File: config.mk
export PLATFORM = sky130hd
export DESIGN_NAME = dts_sequencer
export DESIGN_NICKNAME = d
export VERILOG_FILES = /design/src/design/dts_pkg.sv /design/src/design/dts_mem.sv /design/src/design/dts_sequencer.sv
export SDC_FILE = /design/constraint.sdc
export NUM_CORES = 1
export LEC_CHECK = 0
export ABC_CLOCK_PERIOD_IN_PS = 7600
export BUFFER_PORTS_ARGS = -buffer_cell sky130_fd_sc_hd__buf_4
export CAP_MARGIN = 20
export CORE_MARGIN = 2
export CORE_UTILIZATION = 30
export DETAILED_ROUTE_END_ITERATION = 10
export HOLD_SLACK_MARGIN = 0.12
export PLACE_DENSITY_LB_ADDON = 0.25
export SLEW_MARGIN = 10
export SYNTH_ARGS = -nofsm -noshare
export SYNTH_HDL_FRONTEND = slang
export SYNTH_SLANG_ARGS = --single-unit
File: constraint.sdc
create_clock -name aclk -period 7.6 [get_ports aclk]
set_clock_uncertainty 0.15 [all_clocks]
set_input_delay 0.76 -clock aclk [delete_from_list [all_inputs] [get_ports aclk]]
set_output_delay 0.76 -clock aclk [all_outputs]
set_load 0.01 [all_outputs]
File: src/design/dts_pkg.sv
/*
  Constants for the diagnostic test sequencer: test numbers, timing counts,
  register map for the AXI4-Lite slave.
  Assumes a 10 MHz system clock.
*/
package dts_pkg;
  localparam int CLK_HZ = 10000000;
  localparam int TOGGLE_HZ = 1;
  localparam int HALF_PERIOD_CYC = CLK_HZ / (2 * TOGGLE_HZ);
  localparam int TRIG_PERIOD_NS = 90000;
  localparam int CLK_PERIOD_NS = 100;
  localparam int TRIG_PERIOD_CYC = TRIG_PERIOD_NS / CLK_PERIOD_NS;
  localparam int CE_COUNT = 8;
  localparam int CE_SLOT_CYC = TRIG_PERIOD_CYC / CE_COUNT;
  localparam int DEBOUNCE_CYC = 100;
  localparam int STEP_CYC_DEFAULT = 5000000;
  localparam int ALTERNATIONS = 8;
  localparam logic [2:0] LAST_TEST = 3'h7;
  localparam logic [2:0] TEST_INPUT_LINES = 3'h5;
  localparam logic [3:0] PATTERN_STEPS = 4'hb;
  localparam int MEM_DEPTH = 16;
  localparam int MEM_AW = 4;
  localparam logic [7:0] MEM_PATTERN = 8'h55;
  localparam logic [4:0] FUNC_LED_MASK = 5'h1f;
  localparam logic [3:0] DIGIT_PASS = 4'h3;
  localparam logic [3:0] DIGIT_FAIL1 = 4'h1;
  localparam logic [3:0] DIGIT_FAIL2 = 4'h2;
  localparam logic [7:0] ADDR_CTRL = 8'h00;
  localparam logic [7:0] ADDR_STATUS = 8'h04;
  localparam logic [7:0] ADDR_CHECKSUM = 8'h08;
  localparam int CTRL_HOLD_BIT = 0;
  localparam int CTRL_TRAP_BIT = 1;
  localparam logic [1:0] RESP_OKAY = 2'h0;
  localparam logic [1:0] RESP_SLVERR = 2'h2;
  typedef enum logic [1:0] {DTS_NORMAL, DTS_RUN, DTS_DONE} dts_mode_type;
endpackage : dts_pkg

File: src/design/dts_mem.sv
/*
  Small scratch memory exercised by the memory test.
  Single port, registered read data, one clock.
*/
`timescale 1ns/10ps
module dts_mem (
  input wire logic aclk,
  input wire logic we,
  input wire logic [3:0] addr,
  input wire logic [7:0] wdata,
  output logic [7:0] rdata
);
  logic [7:0] mem [0:15];

  always_ff @(posedge aclk) begin
    if (we) begin
      mem[addr] <= wdata;
    end
    rdata <= mem[addr];
  end
endmodule : dts_mem

File: src/design/dts_sequencer.sv
/*
  Diagnostic test sequencer: steps tests 0..7, drives display, LEDs,
  buzzer, trigger and chip-enable outputs; AXI4-Lite status/control.
  Assumes key, hold and trap inputs are asynchronous pins; one clock.
*/
// Notes on behaviour
// - Channel key held at power-up starts diagnostics
// - Trap pulse starts diagnostics from any state
// - Tests ascend, halt after test seven
// - Show test number on exponent digit
// - Stop key or hold pauses current test
// - Reset after test seven selects code_error_mode_2m
// - Reset with channel restarts at test zero when no test is running
// - Test zero LEDs toggle at 1 Hz, antiphase
// - Eighth alternation buzzes, then test one
// - Stop or hold repeats test zero
// - Test one trigger pulse every 90 us
// - Chip enables pulse low in order
// - Test two walks eleven patterns, holdable
// - Memory test pattern, complement, pass/fail digit
// - Program checksums per half modulo 256
// - Reset plus lamp test advances later tests
`timescale 1ns/10ps
module dts_sequencer #(
  parameter int STEP_CYC = dts_pkg::STEP_CYC_DEFAULT,
  parameter int HALF_CYC = dts_pkg::HALF_PERIOD_CYC
) (
  input wire logic aclk,
  input wire logic aresetn,
  input wire logic channel_key,
  input wire logic stop_key,
  input wire logic reset_key,
  input wire logic lamp_test_key,
  input wire logic hold_input,
  input wire logic trap_input,
  input wire logic [7:0] rom_byte,
  output logic [11:0] rom_addr,
  output logic [2:0] exponent_digit,
  output logic [3:0] digit_f,
  output logic [23:0] digits_a_f,
  output logic [4:0] function_leds,
  output logic other_leds,
  output logic buzzer,
  output logic serial_trigger_output,
  output logic [7:0] chip_enable_n,
  output logic [3:0] pen_pattern,
  output logic code_error_mode_2m,
  output logic diag_active,
  input wire logic [7:0] s_axi_awaddr,
  input wire logic s_axi_awvalid,
  output logic s_axi_awready,
  input wire logic [31:0] s_axi_wdata,
  input wire logic [3:0] s_axi_wstrb,
  input wire logic s_axi_wvalid,
  output logic s_axi_wready,
  output logic [1:0] s_axi_bresp,
  output logic s_axi_bvalid,
  input wire logic s_axi_bready,
  input wire logic [7:0] s_axi_araddr,
  input wire logic s_axi_arvalid,
  output logic s_axi_arready,
  output logic [31:0] s_axi_rdata,
  output logic [1:0] s_axi_rresp,
  output logic s_axi_rvalid,
  input wire logic s_axi_rready
);
  // Inputs: channel, stop, reset, lamp, hold, trap
  logic [5:0] sync1_reg, sync2_reg, deb_reg, deb_prev_reg;
  logic [6:0] deb_cnt_reg;
  logic [5:0] raw;
  logic ch, stp, rst_k, lamp, hold_in, trap_in;
  logic pause, trap_rise, reset_rise, advance_rise, step_on;
  logic sw_hold_reg, sw_trap_reg, sw_trap_prev_reg;
  logic started_reg;
  dts_pkg::dts_mode_type mode_reg;
  logic [2:0] test_reg;
  logic [31:0] cnt_reg;
  logic [3:0] alt_reg;
  logic led_phase_reg;
  logic [3:0] step_reg;
  logic [1:0] mem_phase_reg;
  logic [3:0] mem_addr_reg;
  logic mem_we_reg, mem_check_reg;
  logic [7:0] mem_rdata;
  logic [7:0] sum_lo_reg, sum_hi_reg;
  logic rom_end_reg;
  logic test_done;

  function automatic logic [7:0] pattern_for(input logic [1:0] phase);
    pattern_for = phase[1] ? ~dts_pkg::MEM_PATTERN : dts_pkg::MEM_PATTERN;
  endfunction : pattern_for

  assign raw = {trap_input, hold_input, lamp_test_key, reset_key, stop_key, channel_key};

  // Two-stage sync, then debounce; the first stage feeds only the second
  always_ff @(posedge aclk) begin
    sync1_reg <= raw;
    sync2_reg <= sync1_reg;
  end

  always_ff @(posedge aclk) begin
    if (!aresetn) begin
      // A key held through reset counts as settled, so the strap is seen at once
      deb_reg <= sync2_reg;
      deb_prev_reg <= sync2_reg;
      deb_cnt_reg <= 7'h00;
    end else begin
      deb_prev_reg <= deb_reg;
      if (sync2_reg == deb_reg) begin
        deb_cnt_reg <= 7'h00;
      end else if (deb_cnt_reg == 7'(dts_pkg::DEBOUNCE_CYC - 1)) begin
        deb_reg <= sync2_reg;
        deb_cnt_reg <= 7'h00;
      end else begin
        deb_cnt_reg <= deb_cnt_reg + 7'h01;
      end
    end
  end

  assign {trap_in, hold_in, lamp, rst_k, stp, ch} = deb_reg;
  assign pause = stp | hold_in | sw_hold_reg;
  assign trap_rise = (trap_in & ~deb_prev_reg[5]) | (sw_trap_reg & ~sw_trap_prev_reg);
  assign reset_rise = rst_k & ~deb_prev_reg[2];
  assign advance_rise = rst_k & lamp & ~(deb_prev_reg[2] & deb_prev_reg[3]);
  assign step_on = test_reg >= dts_pkg::TEST_INPUT_LINES && advance_rise;

  // Test completion per test
  always_comb begin
    test_done = 1'b0;
    unique case (test_reg)
      3'h0: test_done = (alt_reg == 4'(dts_pkg::ALTERNATIONS)) && !pause;
      // Test one's timebase wraps every trigger period, so it ends on a boundary
      3'h1: test_done = (cnt_reg == 32'(dts_pkg::TRIG_PERIOD_CYC - 1)) && !pause;
      // Compare is not exact: a hold that spans the end must still resume
      3'h6, 3'h7: test_done = (cnt_reg >= 32'(STEP_CYC - 1)) && !pause;
      3'h2: test_done = (step_reg == dts_pkg::PATTERN_STEPS)
                        && (cnt_reg == 32'(STEP_CYC - 1)) && !pause;
      3'h3: test_done = (mem_phase_reg == 2'h3) && !pause;
      3'h4: test_done = rom_end_reg && !pause;
      3'h5: test_done = 1'b0;
    endcase
  end

  // Sequencer state
  always_ff @(posedge aclk) begin
    if (!aresetn) begin
      mode_reg <= dts_pkg::DTS_NORMAL;
      test_reg <= 3'h0;
      started_reg <= 1'b0;
    end else begin
      started_reg <= 1'b1;
      if (!started_reg && ch) begin
        mode_reg <= dts_pkg::DTS_RUN;
        test_reg <= 3'h0;
      end else if (trap_rise) begin
        mode_reg <= dts_pkg::DTS_RUN;
        test_reg <= 3'h0;
      end else if (reset_rise && ch && mode_reg != dts_pkg::DTS_RUN) begin
        mode_reg <= dts_pkg::DTS_RUN;
        test_reg <= 3'h0;
      end else if (mode_reg == dts_pkg::DTS_DONE && reset_rise) begin
        mode_reg <= dts_pkg::DTS_NORMAL;
      end else if (mode_reg == dts_pkg::DTS_RUN) begin
        if (step_on) begin
          if (test_reg == dts_pkg::LAST_TEST) begin
            mode_reg <= dts_pkg::DTS_DONE;
          end else begin
            test_reg <= test_reg + 3'h1;
          end
        end else if (test_done) begin
          if (test_reg == dts_pkg::LAST_TEST) begin
            mode_reg <= dts_pkg::DTS_DONE;
          end else begin
            test_reg <= test_reg + 3'h1;
          end
        end
      end
    end
  end

  logic test_change;
  assign test_change = (mode_reg != dts_pkg::DTS_RUN) || test_done || trap_rise || step_on;

  // Per-test timebase
  always_ff @(posedge aclk) begin
    if (!aresetn || test_change) begin
      cnt_reg <= 32'h0;
    end else if (test_reg == 3'h0 && cnt_reg == 32'(HALF_CYC - 1)) begin
      cnt_reg <= 32'h0;
    end else if (test_reg == 3'h1 && cnt_reg == 32'(dts_pkg::TRIG_PERIOD_CYC - 1)) begin
      cnt_reg <= 32'h0;
    end else if ((test_reg == 3'h2) && cnt_reg == 32'(STEP_CYC - 1)) begin
      cnt_reg <= 32'h0;
    end else begin
      cnt_reg <= cnt_reg + 32'h1;
    end
  end

  // Test 0: LED alternation
  always_ff @(posedge aclk) begin
    if (!aresetn || test_change || test_reg != 3'h0) begin
      alt_reg <= 4'h0;
      led_phase_reg <= 1'b0;
    end else if (cnt_reg == 32'(HALF_CYC - 1)) begin
      led_phase_reg <= ~led_phase_reg;
      if (alt_reg == 4'(dts_pkg::ALTERNATIONS)) begin
        alt_reg <= 4'h1;
      end else begin
        alt_reg <= alt_reg + 4'h1;
      end
    end
  end

  // Test 2: pattern step, frozen while paused
  always_ff @(posedge aclk) begin
    if (!aresetn || test_reg != 3'h2 || mode_reg != dts_pkg::DTS_RUN) begin
      step_reg <= 4'h1;
    end else if (cnt_reg == 32'(STEP_CYC - 1) && !pause
                 && step_reg != dts_pkg::PATTERN_STEPS) begin
      step_reg <= step_reg + 4'h1;
    end
  end

  // Test 3: write pattern, verify, write complement, verify
  always_ff @(posedge aclk) begin
    if (!aresetn || test_reg != 3'h3 || mode_reg != dts_pkg::DTS_RUN) begin
      mem_phase_reg <= 2'h0;
      mem_addr_reg <= 4'h0;
      mem_we_reg <= 1'b1;
      mem_check_reg <= 1'b0;
      // The verdict stays shown after the test until the sequence starts over
      if (!aresetn || test_reg < 3'h3) begin
        digit_f <= 4'h0;
      end
    end else if (mem_phase_reg != 2'h3) begin
      if (mem_check_reg && mem_rdata != pattern_for(mem_phase_reg)) begin
        digit_f <= mem_phase_reg[1] ? dts_pkg::DIGIT_FAIL2 : dts_pkg::DIGIT_FAIL1;
        mem_phase_reg <= 2'h3;
      end else if (mem_we_reg) begin
        if (mem_addr_reg == 4'hf) begin
          mem_we_reg <= 1'b0;
        end
        mem_addr_reg <= mem_addr_reg + 4'h1;
      end else begin
        mem_check_reg <= 1'b1;
        if (mem_check_reg && mem_addr_reg == 4'h0) begin
          mem_check_reg <= 1'b0;
          if (mem_phase_reg[1]) begin
            mem_phase_reg <= 2'h3;
            digit_f <= dts_pkg::DIGIT_PASS;
          end else begin
            mem_phase_reg <= 2'h2;
            mem_we_reg <= 1'b1;
          end
        end else begin
          mem_addr_reg <= mem_addr_reg + 4'h1;
        end
      end
    end
  end

  dts_mem u_mem (
    .aclk(aclk),
    .we(mem_we_reg),
    .addr(mem_addr_reg),
    .wdata(pattern_for(mem_phase_reg)),
    .rdata(mem_rdata)
  );

  // Test 4: checksum each half of the program memory; the last byte counts too
  always_ff @(posedge aclk) begin
    if (!aresetn || test_reg != 3'h4 || mode_reg != dts_pkg::DTS_RUN) begin
      rom_addr <= 12'h000;
      rom_end_reg <= 1'b0;
    end else if (!rom_end_reg) begin
      if (rom_addr == 12'hfff) begin
        rom_end_reg <= 1'b1;
      end else begin
        rom_addr <= rom_addr + 12'h001;
      end
    end
  end

  // Sums stay readable over the bus once the test has moved on
  always_ff @(posedge aclk) begin
    if (!aresetn || test_reg < 3'h4) begin
      sum_lo_reg <= 8'h00;
      sum_hi_reg <= 8'h00;
    end else if (test_reg == 3'h4 && mode_reg == dts_pkg::DTS_RUN && !rom_end_reg) begin
      if (rom_addr[11]) begin
        sum_hi_reg <= sum_hi_reg + rom_byte;
      end else begin
        sum_lo_reg <= sum_lo_reg + rom_byte;
      end
    end
  end

  // Front-panel outputs
  always_ff @(posedge aclk) begin
    if (!aresetn) begin
      exponent_digit <= 3'h0;
      digits_a_f <= 24'h0;
      function_leds <= 5'h00;
      other_leds <= 1'b0;
      buzzer <= 1'b0;
      serial_trigger_output <= 1'b0;
      chip_enable_n <= 8'hff;
      pen_pattern <= 4'hf;
      code_error_mode_2m <= 1'b0;
      diag_active <= 1'b0;
    end else begin
      diag_active <= mode_reg != dts_pkg::DTS_NORMAL;
      exponent_digit <= test_reg;
      code_error_mode_2m <= mode_reg == dts_pkg::DTS_NORMAL;
      buzzer <= test_reg == 3'h0 && alt_reg == 4'(dts_pkg::ALTERNATIONS);
      serial_trigger_output <= test_reg == 3'h1 && cnt_reg == 32'h0;
      chip_enable_n <= 8'hff;
      if (test_reg == 3'h1 && mode_reg == dts_pkg::DTS_RUN) begin
        chip_enable_n[cnt_reg[2 +: 3]] <= ~(cnt_reg[31:5] == 27'h0 && cnt_reg[1:0] == 2'h1);
      end
      pen_pattern <= test_reg == 3'h2 ? ~step_reg : 4'hf;
      if (test_reg == 3'h0) begin
        other_leds <= led_phase_reg;
        function_leds <= led_phase_reg ? 5'h00 : dts_pkg::FUNC_LED_MASK;
      end else begin
        other_leds <= test_reg == 3'h1;
        function_leds <= 5'h00;
      end
      digits_a_f <= test_reg == 3'h4 ? {8'h00, sum_hi_reg, sum_lo_reg} : {20'h0, digit_f};
    end
  end

  // AXI4-Lite slave
  logic aw_got_reg, w_got_reg;
  logic [7:0] aw_addr_reg;
  logic [31:0] w_data_reg;
  logic w_strb0_reg;

  always_ff @(posedge aclk) begin
    if (!aresetn) begin
      aw_got_reg <= 1'b0;
      w_got_reg <= 1'b0;
      aw_addr_reg <= 8'h00;
      w_data_reg <= 32'h0;
      w_strb0_reg <= 1'b0;
      s_axi_awready <= 1'b0;
      s_axi_wready <= 1'b0;
      s_axi_bvalid <= 1'b0;
      s_axi_bresp <= dts_pkg::RESP_OKAY;
      sw_hold_reg <= 1'b0;
      sw_trap_reg <= 1'b0;
      sw_trap_prev_reg <= 1'b0;
    end else begin
      sw_trap_prev_reg <= sw_trap_reg;
      s_axi_awready <= !aw_got_reg && !s_axi_awready && !s_axi_bvalid && s_axi_awvalid;
      s_axi_wready <= !w_got_reg && !s_axi_wready && !s_axi_bvalid && s_axi_wvalid;
      if (s_axi_awvalid && s_axi_awready) begin
        aw_got_reg <= 1'b1;
        aw_addr_reg <= s_axi_awaddr;
      end
      if (s_axi_wvalid && s_axi_wready) begin
        w_got_reg <= 1'b1;
        w_data_reg <= s_axi_wdata;
        w_strb0_reg <= s_axi_wstrb[0];
      end
      if (aw_got_reg && w_got_reg) begin
        aw_got_reg <= 1'b0;
        w_got_reg <= 1'b0;
        s_axi_bvalid <= 1'b1;
        if (aw_addr_reg[7:2] == dts_pkg::ADDR_CTRL[7:2]) begin
          s_axi_bresp <= dts_pkg::RESP_OKAY;
          if (w_strb0_reg) begin
            sw_hold_reg <= w_data_reg[dts_pkg::CTRL_HOLD_BIT];
            sw_trap_reg <= w_data_reg[dts_pkg::CTRL_TRAP_BIT];
          end
        end else begin
          s_axi_bresp <= dts_pkg::RESP_SLVERR;
        end
      end else if (s_axi_bvalid && s_axi_bready) begin
        s_axi_bvalid <= 1'b0;
        sw_trap_reg <= 1'b0;
      end
    end
  end

  always_ff @(posedge aclk) begin
    if (!aresetn) begin
      s_axi_arready <= 1'b0;
      s_axi_rvalid <= 1'b0;
      s_axi_rdata <= 32'h0;
      s_axi_rresp <= dts_pkg::RESP_OKAY;
    end else begin
      s_axi_arready <= !s_axi_arready && !s_axi_rvalid && s_axi_arvalid;
      if (s_axi_arvalid && s_axi_arready) begin
        s_axi_rvalid <= 1'b1;
        s_axi_rresp <= dts_pkg::RESP_OKAY;
        unique case (s_axi_araddr[7:2])
          dts_pkg::ADDR_CTRL[7:2]: s_axi_rdata <= {30'h0, sw_trap_reg, sw_hold_reg};
          dts_pkg::ADDR_STATUS[7:2]: s_axi_rdata <= {20'h0, digit_f, 1'b0, test_reg,
                                                     pause, 1'b0, mode_reg};
          dts_pkg::ADDR_CHECKSUM[7:2]: s_axi_rdata <= {16'h0, sum_hi_reg, sum_lo_reg};
          default: begin
            s_axi_rdata <= 32'h0;
            s_axi_rresp <= dts_pkg::RESP_SLVERR;
          end
        endcase
      end else if (s_axi_rvalid && s_axi_rready) begin
        s_axi_rvalid <= 1'b0;
      end
    end
  end
endmodule : dts_sequencer

== Word level (Yosys, flattened, before mapping) ==
Memory sizes are Yosys's and may differ from the RTL's. A register that Yosys moved wholly into a read port is not among the register bits.
Cells that the tools add are included.
Word-level totals
  register bits after elaboration: 225
  memory bits (writable): 128
  input port bits: 73
  output and inout port bits: 106
  word-level logic and storage cells: 290
  memories: 1
Operators by class
  add/sub/neg operators: 9
  $lt $le $gt $ge: 6
  equality and inequality tests: 36
  mux-type cells: 57
  bitwise operators: 25
  reduce and logical (&&, ||, !) cells: 107
Memory list
  u_mem.mem: words 16, width 8, rd ports 1, clocked after memory_dff 1, wr ports 1, RTL line dts_mem.sv:13  | logic [7:0] mem [0:15];
Operator list (count)
  $pmux 16 s3: 1
  $mux 4: 11
  $logic_and 1x1->1: 40
  $add 32x1->32 const B: 1
  $eq 32x10->1 const B: 1
  $eq 32x23->1 const B: 1
  $ge 32x23->1 const B: 1
  $logic_not 32->1: 1
  $logic_not 27->1: 1
  $mux 1: 25
  $mux 6: 4
  $reduce_and 2->1: 11
  $mux 2: 9
  $reduce_and 3->1: 6
  $add 8x8->8: 2
  $logic_or 1x1->1: 13
  $not 1->1: 13
  $add 12x1->12 const B: 1
  $add 4x1->4 const B: 3
  $eq 12x12->1 const B: 1
  $eq 3x3->1 const B: 4
  $eq 4x4->1 const B: 3
  $logic_not 6->1: 2
  $reduce_bool 2->1: 6
  44 further kinds: 79

== Longest topological paths before layout ==
  word-level depth: 12
  depth in mapped cells: 12
  mapped depth without buffers: 10

== Cells and area by module ==
A second synthesis with hierarchy kept.
Second synthesis, totals
  cell total of the unflattened synthesis: 1147
  area, all modules: 13563.0 sq um
By module, submodules not included
  dts_sequencer: instances 1, cells an instance 917, area an instance 8495.6 sq um, seq. area each 3843.7 sq um
  dts_mem: instances 1, cells an instance 230, area an instance 5067.4 sq um, seq. area each 4003.8 sq um

== Worst setup path before layout ==
Ideal clock, no wire load.
  path type: reg-to-reg
  start point: register test_reg[2]
  end point: register cnt_reg[11]
  library setup time: 0.065 ns
  data arrival time: 2.590 ns
  required time: 7.385 ns
  path slack: 4.795 ns
  stages on the path, launching flop included: 11
  buffers on the path: 3
  clock period less this slack: 2.805 ns
  cells stage by stage: dfxtp_1 clkbuf_1 clkbuf_1 inv_1 ha_1 or3_1 o31ai_1 a21oi_1 a2111o_1 clkbuf_1 nor2_1
Between the ends
  word-level cells in the longest chain between the ends: 8
  elaborated cells between the ends (all ways): 20
  classes of those cells: order compare: 1; eq/ne: 7; mux: 1; reduce/logical: 11
Ends and longest elaborated chain
  start: declaration: RTL line dts_sequencer.sv:76  | logic [2:0] test_reg;
  start signal: assignment: RTL line dts_sequencer.sv:168  | test_reg <= test_reg + 3'h1;
  start signal: assignment: RTL line dts_sequencer.sv:174  | test_reg <= test_reg + 3'h1;
  $eq 3x3->1: RTL line dts_sequencer.sv:130  | unique case (test_reg)
  $reduce_or 2->1: RTL line dts_sequencer.sv:130
  $pmux 1 s7: RTL line dts_sequencer.sv:130
  $logic_or 1x1->1 (3 in a row): RTL line dts_sequencer.sv:182  | assign test_change = (mode_reg != dts_pkg::DTS_RUN) || test_done || trap_rise || step_on;
  $logic_or 1x1->1: RTL line dts_sequencer.sv:186  | if (!aresetn || test_change) begin
  $reduce_or 4->1 (no line) *
  end signal: assignment: RTL line dts_sequencer.sv:195  | cnt_reg <= cnt_reg + 32'h1;
  end: declaration: RTL line dts_sequencer.sv:77  | logic [31:0] cnt_reg;
Every way passes the cells marked *; elsewhere a longest branch is shown, timed or not.
A chain may end at the register's enable or synchronous reset.

== Worst setup path after layout ==
  start point: register test_reg[2]
  end point: register alt_reg[0]
Between the ends
  word-level cells in the longest chain between the ends: 8
  elaborated cells between the ends (all ways): 18
  classes of those cells: order compare: 1; eq/ne: 7; mux: 1; reduce/logical: 9
Ends and longest elaborated chain
  $eq 3x3->1: RTL line dts_sequencer.sv:130
  $reduce_or 2->1: RTL line dts_sequencer.sv:130
  $pmux 1 s7: RTL line dts_sequencer.sv:130
  $logic_or 1x1->1 (3 in a row): RTL line dts_sequencer.sv:182
  $logic_or 1x1->1: RTL line dts_sequencer.sv:201  | if (!aresetn || test_change || test_reg != 3'h0) begin
  $logic_or 1x1->1 *: RTL line dts_sequencer.sv:201
  end signal: assignment: RTL line dts_sequencer.sv:209  | alt_reg <= alt_reg + 4'h1;
  end: declaration: RTL line dts_sequencer.sv:78  | logic [3:0] alt_reg;
Marks and branches as above.

==> results.yml <==
drt:
  drc: 0
  viasPerCell: 4.71
  vias: 7107
  postRouteAntennaNets: 0
  wl_per_cell_microns: 14.9
  first_pass_iters: 5
  drt_iter0_markers: 451
  routed_wl_microns: 22400
place:
  dp_cells: 1465
  globalplace.congestion: 0.827
  place_hpwl_microns: 16000
  placed_area_sq_um: 10700
  io_buffers: 113
floorplanning:
  core_sq_um: 31600
  dieArea_sq_um: 33600
  dieHeight_microns: 183
  start_util_pct: 30.5
  io_pins: 179
  die_x_microns: 183
  rows: 65
run:
  cap_violations: 0
cells_and_area:
  antenna_cells: 0
  final_area_sq_um: 11600
  area_growth_pct: 20.0
  fillCellCount: 3192
  finalNetCount: 1197
  final_cells: 1510
  drive_gt1_share_pct: 16.4
sta:
  tns_ns: 0
  rsz0062_at_grt: "false"
  fmax_mhz: 305
  tightestPinTransition_ns: 0.819
  drv_slew: 0
  hold_ws_ns: 0.177
  min_period_ns: 3.28
  period_share_pct: 43.1
  setup_violations: 0
  hold_viol: 0
  relSlewSlack_pct: 44.8
min_path:
  hold_class: "reg2reg"
clocking:
  ctsHoldBuffers: 0
  cts_resized: 0
  clkTransAtPathRegs_ns: 0.06
  clock_path_buffers: 3
  cts-root-buf: "clkbuf_16"
  cts_buffers: 25
  post_cts_buffers: 0
  clk_latency_ns: 0.51
  cts_max_level: 1
  cts_sinks: 222
  cts_tree: "built"
global_routing:
  grt.overflow.total: 0
  grt_pass1_wl_microns: 35600
  grt_usage_pct: 13.0
  antenna_found_initial: 0
  grt_start_max_net_pins: 44
  grt_pass1_vias: 6711
synthesis:
  syn_area_sq_um: 9630
  synth_cell_types: 61
  yosysTopAreaCellShare_pct: 37.8
  synthTopCellsByArea: "dfxtp_1 38%, edfxtp_1 12%, nor2_1 4.9%, ha_1 4.2%, nand2_1 3.5%"
  ys_seq_elements: 222
  synth_cells: 985
  synth_edf_count: 40
  async_reset_ff_share_pct: 0
  ys_seq_area_share_pct: 50.3
  synth_area_per_cell_sq_um: 9.78
  synth_flop_cell: "dfxtp_1"
  synth_warnings: 0
  yosysTopAreaCell: "dfxtp_1"
critical_path:
  arrival_ns: 3.48
  worstPathRequired_ns: 7.81
  start_kind: "flip-flop"
  critPathMaxFanout: 23
  crit_type: "reg2reg"
  cp-end-kind: "flip-flop"
pwr:
  p_leak_nw: 4.44
  vdd.ir_drop.worst_mv: 0.148
  cellPowerDensity_nw_per_um2: 218
run_status:
  outcome: "finished clean"
## cell usage after synthesis, drive strengths merged, types with 12 or more instances
| library cell | instances |
|---|---|
| a21oi | 60 |
| a22oi | 13 |
| and2 | 22 |
| and3 | 25 |
| buf | 41 |
| clkbuf | 23 |
| dfxtp | 182 |
| edfxtp | 40 |
| ha | 32 |
| inv | 29 |
| mux2i | 12 |
| nand2 | 91 |
| nand3 | 44 |
| nand4 | 14 |
| nor2 | 126 |
| nor3 | 22 |
| nor4 | 13 |
| o21ai | 15 |
| xnor2 | 27 |
| xor2 | 37 |
## logic make-up (layout without fill, tap and decap cells)
logic type | after synthesis | after routing | share of synthesized area, %
DFF | 222 | 222 | 50.3
AOI/OAI and AO/OA | 126 | 126 | 8.03
xor gates and xnor gates | 64 | 64 | 5.82
adders and majority gates | 34 | 34 | 4.57
muxes | 28 | 28 | 4.29
buffers and inverters | 93 | 189 | 5.00
and+or+nand+nor | 417 | 417 | 22.0
other | 1 | 28 | 0.0389
## path summary, 6_finish.rpt
path	from	to	cells past startpoint	slack, ns
min	sync1_reg[0]$_DFF_P_	sync2_reg[0]$_DFF_P_	0	0.18
min reg2reg	sync1_reg[0]$_DFF_P_	sync2_reg[0]$_DFF_P_	0	0.18
max	test_reg[2]$_SDFFE_PP0P_	alt_reg[0]$_SDFFE_PP0N_	8	4.32
max reg2reg	test_reg[2]$_SDFFE_PP0P_	alt_reg[0]$_SDFFE_PP0N_	8	4.32
## cells in the final DEF, fill, tap and decap left out, drive strengths merged, types with 6 or more instances in the layout
cell    count
nor2b      10
mux2        6
nand3b      7
nor4b       8
or3         7
nor3       22
buf       115
nand2      91
dfxtp     182
nand3      44
and3       25
inv        29
conb       28
a21oi      60
mux2i      12
edfxtp     40
ha         32
nor2      126
nor4       13
clkinv      6
nand2b     10
o21ai      15
clkbuf     34
a21o        6
and2       22
xnor2      27
xor2       37
mux4       10
nand4      14
a22oi      13
## critical path: stages, from the launching register on
cell and delay, ns:
dfxtp_1 0.77, inv_1 0.21, ha_1 0.29, or3_1 0.38
o21ai_0 0.26, nor3_1 0.10, a21oi_1 0.18, or2_1 0.67
nor3_1 0.13
## layer usage
metal	vias to the layer above	track usage [%]	share of wire [%]
met2	152	20.7	44
met5	-	0	0
met3	32	2.50	5.3
met4	0	3.30	2.1
met1	3330	18.2	48
li1	3593	-	-
## per-stage QoR
step	power, W	utilization [%]	worst slack (ns)
detailed placement	0.00133	34.0	4.25
finish	0.00252	36.6	4.32
global route	0.00261	36.6	4.07
floorplan	0.00130	-	4.79
CTS	0.00256	36.6	4.25
global placement	0.00132	34.0	4.30
## report_power, final
part	switching (W)	total (W)	internal [W]	leakage, nW
clock network	0.000470	0.00122	0.000746	0.406
registers	0.0000116	0.00122	0.00121	1.87
logic	0.0000465	0.0000798	0.0000333	2.17
total	0.000529	0.00252	0.00199	4.44
## layout make-up
| cell class | count | area (sq um) | area share [%] |
|---|---|---|---|
| clock inverters | 11 | 134 | 1.16 |
| repair buffers | 115 | 863 | 7.47 |
| clock buffers | 34 | 701 | 6.06 |
| flip-flops and latches | 222 | 4840 | 41.9 |
| inverters | 29 | 109 | 0.941 |
| well taps | 402 | 503 | 4.35 |
| multi-input cells | 697 | 4410 | 38.1 |
Power figures use the tool's default switching activity.
